### src/logic/fwl_pkg.sv
// Shared constants and carrier types of the segment access firewall.
// Assumes one system clock; all users import the whole package.
package fwl_pkg;

  // Segment indices
  localparam int FW_NSEG = 3;
  localparam int FW_SEG_CODE = 0;
  localparam int FW_SEG_NVD = 1;
  localparam int FW_SEG_VOL = 2;

  // Granularity and largest size of each segment
  localparam int FW_GRAN_BYTES [FW_NSEG] = '{256, 256, 64};
  localparam int FW_MAX_KB [FW_NSEG] = '{1024, 1024, 256};
  localparam int FW_KB = 1024;

  // Field widths: start in granules, length in granules
  localparam int FW_SW = 12;
  localparam int FW_LW = 13;

  // Entry point of the call gate, from the code segment start
  localparam logic [31:0] FW_GATE_OFS = 32'h0000_0004;

  // Register byte offsets
  localparam logic [7:0] FW_OFS_SEG = 8'h00;
  localparam logic [7:0] FW_OFS_STEP = 8'h08;
  localparam logic [7:0] FW_OFS_LEN = 8'h04;
  localparam logic [7:0] FW_OFS_CTRL = 8'h18;
  localparam logic [7:0] FW_OFS_STAT = 8'h1C;
  localparam logic [7:0] FW_OFS_VADDR = 8'h20;

  // Control and status bit positions
  localparam int FW_CTL_EN = 0;
  localparam int FW_CTL_SHARE = 1;
  localparam int FW_CTL_EXEC = 2;
  localparam int FW_CTL_CSRAM = 3;
  localparam int FW_ST_OPEN = 0;
  localparam int FW_ST_VIOL = 1;
  localparam int FW_ST_EN = 2;

  // Reset values
  localparam logic [FW_SW-1:0] FW_START_RST = 12'h000;
  localparam logic [FW_LW-1:0] FW_LEN_RST = 13'h0000;
  localparam logic [31:0] FW_ADDR_RST = 32'h0000_0000;

  // Core access as seen by the firewall
  typedef struct packed {
    logic valid;
    logic fetch;
    logic [31:0] addr;
  } fwl_acc_t;

  // Register port request
  typedef struct packed {
    logic wr;
    logic rd;
    logic [7:0] addr;
    logic [31:0] wdata;
  } fwl_bus_t;

endpackage : fwl_pkg

### src/logic/fwl_seg_match.sv
// Address match of one protected segment, purely combinational.
// Assumes start and length are given in granules of 2**GRAN_SH bytes.
`timescale 1ns/1ps
module fwl_seg_match
  import fwl_pkg::*;
#(
  parameter int GRAN_SH = 8
)
(
  input wire logic [31:0] addr,
  input wire logic [31:0] base,
  input wire logic [FW_SW-1:0] start,
  input wire logic [FW_LW-1:0] len,
  output logic hit,
  output logic gate
);

  logic [31:0] off;
  logic [31:0] lo;
  logic [31:0] hi;

  // Shift beyond a word would wrap the window
  if (GRAN_SH < 1 || GRAN_SH + FW_LW > 31)
  begin : g_bad
    $error("fwl_seg_match: granule shift out of range");
  end

  // Window in bytes relative to the memory area base
  assign off = addr - base;
  assign lo = 32'(start) << GRAN_SH;
  assign hi = lo + (32'(len) << GRAN_SH);
  assign hit = (addr >= base) && (off >= lo) && (off < hi);
  // Only the single entry word counts as the gate
  assign gate = hit && (off == lo + FW_GATE_OFS);

endmodule : fwl_seg_match

### src/logic/fwl_firewall.sv
// Segment access firewall: watches core accesses against three segments.
// Assumes core access and register port come from logic on CLK.
//
// Summary of operation
// - There are exactly three segments, code, flash data and SRAM data.
// - Software sets the start and the length of each segment.
// - Code sits in flash, or in the primary SRAM bank when executable.
// - Code length reaches 1024 Kbyte, start and length in 256-byte steps.
// - Flash data sits in flash, up to 1024 Kbyte, in 256-byte steps.
// - SRAM data sits in the primary SRAM bank, up to 256 Kbyte, in 64-byte steps.
// - Protection opens only through a fetch of the call gate entry.
// - A setting lets unprotected code share the SRAM data segment.
// - A setting allows or forbids fetches from the SRAM data segment.
`timescale 1ns/1ps
module fwl_firewall
  import fwl_pkg::*;
#(
  parameter logic [31:0] FLASH_BASE = 32'h0000_0000,
  parameter logic [31:0] SRAM_BASE = 32'h2000_0000
)
(
  input wire logic CLK,
  input wire logic RESET,
  input wire fwl_acc_t ACC,
  input wire fwl_bus_t BUS,
  output logic [31:0] RDATA,
  output logic ACC_OK,
  output logic ACC_DENY,
  output logic FW_OPEN
);

  // Segment configuration
  logic [FW_SW-1:0] seg_start [FW_NSEG];
  logic [FW_LW-1:0] seg_len [FW_NSEG];
  logic [31:0] seg_base [FW_NSEG];
  logic [FW_NSEG-1:0] hit;
  logic [FW_NSEG-1:0] gate;

  // Control and status
  logic enabled;
  logic vol_share;
  logic vol_exec;
  logic code_sram;
  logic viol;
  logic [31:0] viol_addr;
  logic cfg_wr_ok;
  logic next_ok;
  logic next_deny;
  logic next_open;
  logic [31:0] next_rdata;

  // Code moves to SRAM only when SRAM data is executable
  assign seg_base[FW_SEG_CODE] = (code_sram && vol_exec) ?
    SRAM_BASE : FLASH_BASE;
  assign seg_base[FW_SEG_NVD] = FLASH_BASE;
  assign seg_base[FW_SEG_VOL] = SRAM_BASE;

  // Coinciding memory areas would make the code base choice meaningless
  if (FLASH_BASE == SRAM_BASE)
  begin : g_bad_base
    $error("fwl_firewall: flash and SRAM bases coincide");
  end

  // One matcher per segment
  for (genvar i = 0; i < FW_NSEG; i++)
  begin : g_seg
    localparam int SH = $clog2(FW_GRAN_BYTES[i]);
    localparam int LMAX = FW_MAX_KB[i] * FW_KB / FW_GRAN_BYTES[i];

    // Largest length must fit the length field
    if (LMAX >= (1 << FW_LW))
    begin : g_bad
      $error("fwl_firewall: length field too narrow");
    end

    fwl_seg_match #(
      .GRAN_SH(SH)
    ) u_match (
      .addr(ACC.addr),
      .base(seg_base[i]),
      .start(seg_start[i]),
      .len(seg_len[i]),
      .hit(hit[i]),
      .gate(gate[i])
    );

    // Start and length writes, length saturates at the segment size
    always_ff @(posedge CLK)
    begin
      if (RESET)
      begin
        seg_start[i] <= FW_START_RST;
        seg_len[i] <= FW_LEN_RST;
      end
      else if (BUS.wr && cfg_wr_ok)
      begin
        if (BUS.addr == FW_OFS_SEG + FW_OFS_STEP * 8'(i))
          seg_start[i] <= BUS.wdata[FW_SW-1:0];
        if (BUS.addr == FW_OFS_SEG + FW_OFS_STEP * 8'(i) + FW_OFS_LEN)
        begin
          if (BUS.wdata > 32'(LMAX))
            seg_len[i] <= FW_LW'(LMAX);
          else
            seg_len[i] <= BUS.wdata[FW_LW-1:0];
        end
      end
    end
  end

  // Settings lock once armed, unless protected code itself changes them
  assign cfg_wr_ok = !enabled || FW_OPEN;

  // Control register; the enable cannot be withdrawn before reset
  always_ff @(posedge CLK)
  begin
    if (RESET)
    begin
      enabled <= 1'b0;
      vol_share <= 1'b0;
      vol_exec <= 1'b0;
      code_sram <= 1'b0;
    end
    else if (BUS.wr && BUS.addr == FW_OFS_CTRL && cfg_wr_ok)
    begin
      enabled <= enabled | BUS.wdata[FW_CTL_EN];
      vol_share <= BUS.wdata[FW_CTL_SHARE];
      vol_exec <= BUS.wdata[FW_CTL_EXEC];
      code_sram <= BUS.wdata[FW_CTL_CSRAM];
    end
  end

  // Access decision for the current core access
  always_comb
  begin
    next_ok = 1'b0;
    next_deny = 1'b0;
    next_open = FW_OPEN;
    if (ACC.valid)
    begin
      if (!enabled)
        next_ok = 1'b1;
      else if (FW_OPEN)
      begin
        if (ACC.fetch && hit[FW_SEG_VOL] && !vol_exec)
          next_deny = 1'b1;
        else
        begin
          next_ok = 1'b1;
          // Fetching outside protected code leaves the protected context
          if (ACC.fetch && !hit[FW_SEG_CODE] &&
              !(hit[FW_SEG_VOL] && vol_exec))
            next_open = 1'b0;
        end
      end
      else if (ACC.fetch && gate[FW_SEG_CODE])
      begin
        next_ok = 1'b1;
        next_open = 1'b1;
      end
      else if (!ACC.fetch && hit[FW_SEG_VOL] && vol_share)
        next_ok = 1'b1;
      else if (|hit)
        next_deny = 1'b1;
      else
        next_ok = 1'b1;
    end
  end

  // Registered access answer and protection state
  always_ff @(posedge CLK)
  begin
    if (RESET)
    begin
      ACC_OK <= 1'b0;
      ACC_DENY <= 1'b0;
      FW_OPEN <= 1'b0;
    end
    else
    begin
      ACC_OK <= next_ok;
      ACC_DENY <= next_deny;
      FW_OPEN <= next_open;
    end
  end

  // Sticky violation flag; a new violation beats a clear in one cycle
  always_ff @(posedge CLK)
  begin
    if (RESET)
    begin
      viol <= 1'b0;
      viol_addr <= FW_ADDR_RST;
    end
    else if (next_deny)
    begin
      viol <= 1'b1;
      viol_addr <= ACC.addr;
    end
    else if (BUS.wr && BUS.addr == FW_OFS_STAT && BUS.wdata[FW_ST_VIOL])
      viol <= 1'b0;
  end

  // Read multiplexer, unmapped offsets read zero
  always_comb
  begin
    next_rdata = 32'h0000_0000;
    for (int k = 0; k < FW_NSEG; k++)
    begin
      if (BUS.addr == FW_OFS_SEG + FW_OFS_STEP * 8'(k))
        next_rdata = 32'(seg_start[k]);
      if (BUS.addr == FW_OFS_SEG + FW_OFS_STEP * 8'(k) + FW_OFS_LEN)
        next_rdata = 32'(seg_len[k]);
    end
    if (BUS.addr == FW_OFS_CTRL)
    begin
      next_rdata[FW_CTL_EN] = enabled;
      next_rdata[FW_CTL_SHARE] = vol_share;
      next_rdata[FW_CTL_EXEC] = vol_exec;
      next_rdata[FW_CTL_CSRAM] = code_sram;
    end
    if (BUS.addr == FW_OFS_STAT)
    begin
      next_rdata[FW_ST_OPEN] = FW_OPEN;
      next_rdata[FW_ST_VIOL] = viol;
      next_rdata[FW_ST_EN] = enabled;
    end
    if (BUS.addr == FW_OFS_VADDR)
      next_rdata = viol_addr;
  end

  // Read data stand for one cycle only
  always_ff @(posedge CLK)
  begin
    if (RESET)
      RDATA <= 32'h0000_0000;
    else if (BUS.rd)
      RDATA <= next_rdata;
    else
      RDATA <= 32'h0000_0000;
  end
endmodule : fwl_firewall

### config.mk
export PLATFORM = sky130hd
export DESIGN_NAME = fwl_firewall
export DESIGN_NICKNAME = d
export VERILOG_FILES = /design/src/logic/fwl_pkg.sv /design/src/logic/fwl_seg_match.sv /design/src/logic/fwl_firewall.sv
export SDC_FILE = /design/constraint.sdc
export NUM_CORES = 1
export LEC_CHECK = 0
export ABC_CLOCK_PERIOD_IN_PS = 11280
export BUFFER_PORTS_ARGS = -buffer_cell sky130_fd_sc_hd__buf_2
export CORE_UTILIZATION = 50
export CTS_CLUSTER_SIZE = 40
export DETAILED_ROUTE_END_ITERATION = 12
export PLACE_DENSITY_LB_ADDON = 0.25
export SLEW_MARGIN = 40
export SYNTH_ARGS = -nofsm -noshare
export SYNTH_HDL_FRONTEND = slang
export SYNTH_SLANG_ARGS = --single-unit
### constraint.sdc
create_clock -name CLK -period 11.28 [get_ports CLK]
set_input_delay 2.82 -clock CLK [delete_from_list [all_inputs] [get_ports CLK]]
set_output_delay 2.82 -clock CLK [all_outputs]
set_load 0.01 [all_outputs]
==> impl_metrics.py <==
metrics = {
    "route": {
        "drt_first_pass_iters": 5,
        "drt_iter0_drc": 450,
        "drcViolationCount": 0,
        "routedWlPerCell_um": 19.4,
        "drt-total-wl_um": 26100,
        "ant_nets": 0,
        "via_per_inst": 5.88,
        "via_count": 7920,
    },
    "synth": {
        "ys_types": 65,
        "synthCells": 994,
        "yosysTopAreaCell": "edfxtp_1",
        "synthArstFlopShare_pct": 0,
        "synth_edf_count": 75,
        "syn_avg_cell_area_um2": 9.61,
        "yosysTopAreaCellShare_pct": 23.6,
        "synth-seq-cells": 147,
        "ys_warn_count": 0,
        "synth-seq-area-share_pct": 38.7,
        "synth_ff_type": "edfxtp_1",
        "syn_area_um2": 9550,
        "synth_nets": 1189,
        "synth_area_leaders": "edfxtp_1, dfxtp_1, ha_1",
    },
    "cts": {
        "path_clk_slew_ns": 0.06,
        "cts_tree": "yes",
        "postCtsSetupRepairBufs": 0,
        "htree_levels": 4,
        "clock_sinks": 147,
        "cts-resized-gates": 0,
        "cts_hold_buf": 0,
        "clockBufferDepth": 2,
        "cts_inserted_buffers": 17,
        "insertion_delay_ns": 0.43,
        "cts_root_buf": "clkbuf_16",
    },
    "die": {
        "die_w_um": 140,
        "ios": 113,
        "die_area_um2": 19700,
        "die_h_um": 140,
        "std_cell_rows": 50,
        "initial_core_util_pct": 51.1,
        "core-area_um2": 18700,
    },
    "sta": {
        "relSlewSlack_pct": 46.2,
        "fmax_ghz": 0.184,
        "setup_violations": 0,
        "worst_pin_slew_ns": 0.801,
        "slew_viol_final": 0,
        "post-route-min-period_ns": 5.43,
        "fin_skew_ns": 0.00919,
        "setup_tns_ns": 0,
        "finalHoldViolCount": 0,
        "whs_ns": 0.443,
        "period_share_pct": 48.1,
        "rsz0062_at_grt": "false",
    },
    "final_layout": {
        "mostFrequentLayoutCells": "ha_1, buf_2, nand2_1",
        "nets": 1295,
        "register_area_um2": 3690,
        "antenna_cells": 0,
        "layout-drive-gt1-share_pct": 16.8,
        "syn2layout_area_growth_pct": 14.9,
        "final_common_cell": "ha_1",
        "multiInputGateArea_um2": 5510,
        "fill_cells": 1662,
    },
    "placement": {
        "globalplace.congestion": 0.981,
        "port_buffers": 112,
        "dp_hpwl_um": 20300,
    },
    "global_route": {
        "grt.met3_usage_pct": 4.75,
        "grt_use_met2_pct": 45.4,
        "globalRouteOverflowTotal": 0,
        "grt_use_total_pct": 27.1,
        "grt_use_met1_pct": 34.5,
        "antenna_found_initial": 0,
        "grt_pass1_wl_um": 40300,
        "grt-busiest-layer": "met2",
        "grt_pass1_vias": 7524,
        "grt_max_degree": 57,
    },
    "worst_setup_path": {
        "slowest_delay_ns": 0.42,
        "worst_setup_path_start_kind": "input pin",
        "cp_cell_sequence": "buf_2 -> ha_1 -> a21o_1 -> a211o_1 -> a2111oi_2 -> nand3_1 -> a211o_1 -> or3_1 -> o31ai_4 -> buf_4 -> mux2i_1",
        "worstPathArrival_ns": 5.78,
        "crit_type": "input pin to flop",
        "path_max_fanout": 13,
        "critPathRequiredTime_ns": 11.63,
        "cp_common_cell": "a211o_1",
        "crit_path_top_delay_cell": "or3_1",
        "end_kind": "flop",
    },
    "power": {
        "power.leakage_nw": 4.72,
        "seq_power_share_pct": 42.8,
        "clkPwrFrac_pct": 44.3,
        "intPower_w": 0.000994,
        "comb_power_share_pct": 12.9,
        "peakVddDrop_uv": 104,
        "p_sw_share_pct": 26.3,
        "p_switching_w": 0.000355,
        "cellPowerDensity_nw_per_um2": 123,
    },
    "flow_run": {
        "cap_violations": 0,
    },
    "worst_hold_path": {
        "min_path_type": "flop to flop",
    },
    "status": {
        "status": "finished, final reports clean",
    },
}
==> sequential cells by signal (all words and copies together), names as in the netlist <==
name	flops
ACC_DENY	1
seg_start	36
FW_OPEN	1
seg_len	39
vol_share	1
RDATA	32
viol	1
vol_exec	1
code_sram	1
viol_addr	32
ACC_OK	1
enabled	1
==> through the flow <==
step                total power [W]  util (%)  worst slack [ns]  instances  area, um^2
floorplan                  0.000692         -              5.97        994        9550
global route                0.00139      58.7              5.67       1347       11000
global placement           0.000756      55.2              5.29       1314       10300
finish                      0.00135      58.7              5.85       1347       11000
CTS                         0.00135      58.6              5.62       1346       11000
detailed placement         0.000759      55.2              5.23       1314       10300
==> cell usage after synthesis (8+ instances only) <==
cell type,instances
and3_1,28
nand3_1,23
a22oi_1,14
dfxtp_1,72
a221oi_1,10
nor2_1,53
edfxtp_1,75
nor3_1,17
mux2i_1,39
a21o_1,16
nor4_1,13
o21ai_0,36
clkbuf_1,29
ha_1,114
or2_2,8
nand2_1,97
inv_1,58
nand4_1,15
a21oi_1,58
xor2_1,14
and2_1,74
xnor2_1,17
nor2b_1,9
==> worst paths after layout <==
check	start	end	slack, ns	cells past startpoint
min reg2reg	viol_addr[25]$_SDFFE_PP0P_	RDATA[25]$_SDFF_PP0_	0.44	1
max	ACC[13]	viol_addr[31]$_SDFFE_PP0P_	5.85	11
min	viol_addr[25]$_SDFFE_PP0P_	RDATA[25]$_SDFF_PP0_	0.44	1
max reg2reg	seg_start[0][1]$_SDFFCE_PN0P_	viol_addr[31]$_SDFFE_PP0P_	6.08	19
==> kinds of logic (layout without fill, tap and decap cells) <==
group                    count (synthesis)  after routing  synth area share, %
AND/OR/NAND/NOR                        374            374                 21.2
adder cells (fa/ha/maj)                117            117                 15.6
XOR/XNOR                                31             31                 2.84
AO/OA/AOI/OAI                          195            195                 13.8
flip-flops                             147            147                 38.7
buffers and inverters                   91            210                 3.81
multiplexers                            39             39                 4.09
==> layer usage <==
metal	share of wire (%)	wire length, um	vias up
li1	-	-	3839
met1	44	11400	3767
met2	47	12300	267
met3	6.7	1740	47
met4	2.7	716	0
met5	0	0	-
==> worst max-delay path: cells and delay by family <==
kind	cells	cell delay, ns
multiplexers	1	0.21
AND/OR/NAND/NOR	2	0.57
adder cells (fa/ha/maj)	1	0.34
AO/OA/AOI/OAI	5	1.31
buffers and inverters	2	0.52
==> layout make-up <==
cell class                      count  share of cell area (%)
Clock buffer                       24                    5.16
Clock inverter                      8                   0.638
Inverter                           58                    1.98
Multi-Input combinational cell    756                    50.2
Sequential cell                   147                    33.6
Tap cell                          234                    2.67
Timing Repair Buffer              120                    5.69
==> power groups by stage <==
| stage | sequential [W] | combinational [W] | clock (W) |
|---|---|---|---|
| floorplan | 0.000587 | 0.000106 | 0 |
| CTS | 0.000578 | 0.000172 | 0.000600 |
| global placement | 0.000590 | 0.000167 | 0 |
| finish | 0.000578 | 0.000174 | 0.000598 |
| global route | 0.000579 | 0.000193 | 0.000618 |
| detailed placement | 0.000590 | 0.000170 | 0 |
Note: power is estimated with default switching activity, not from simulation.
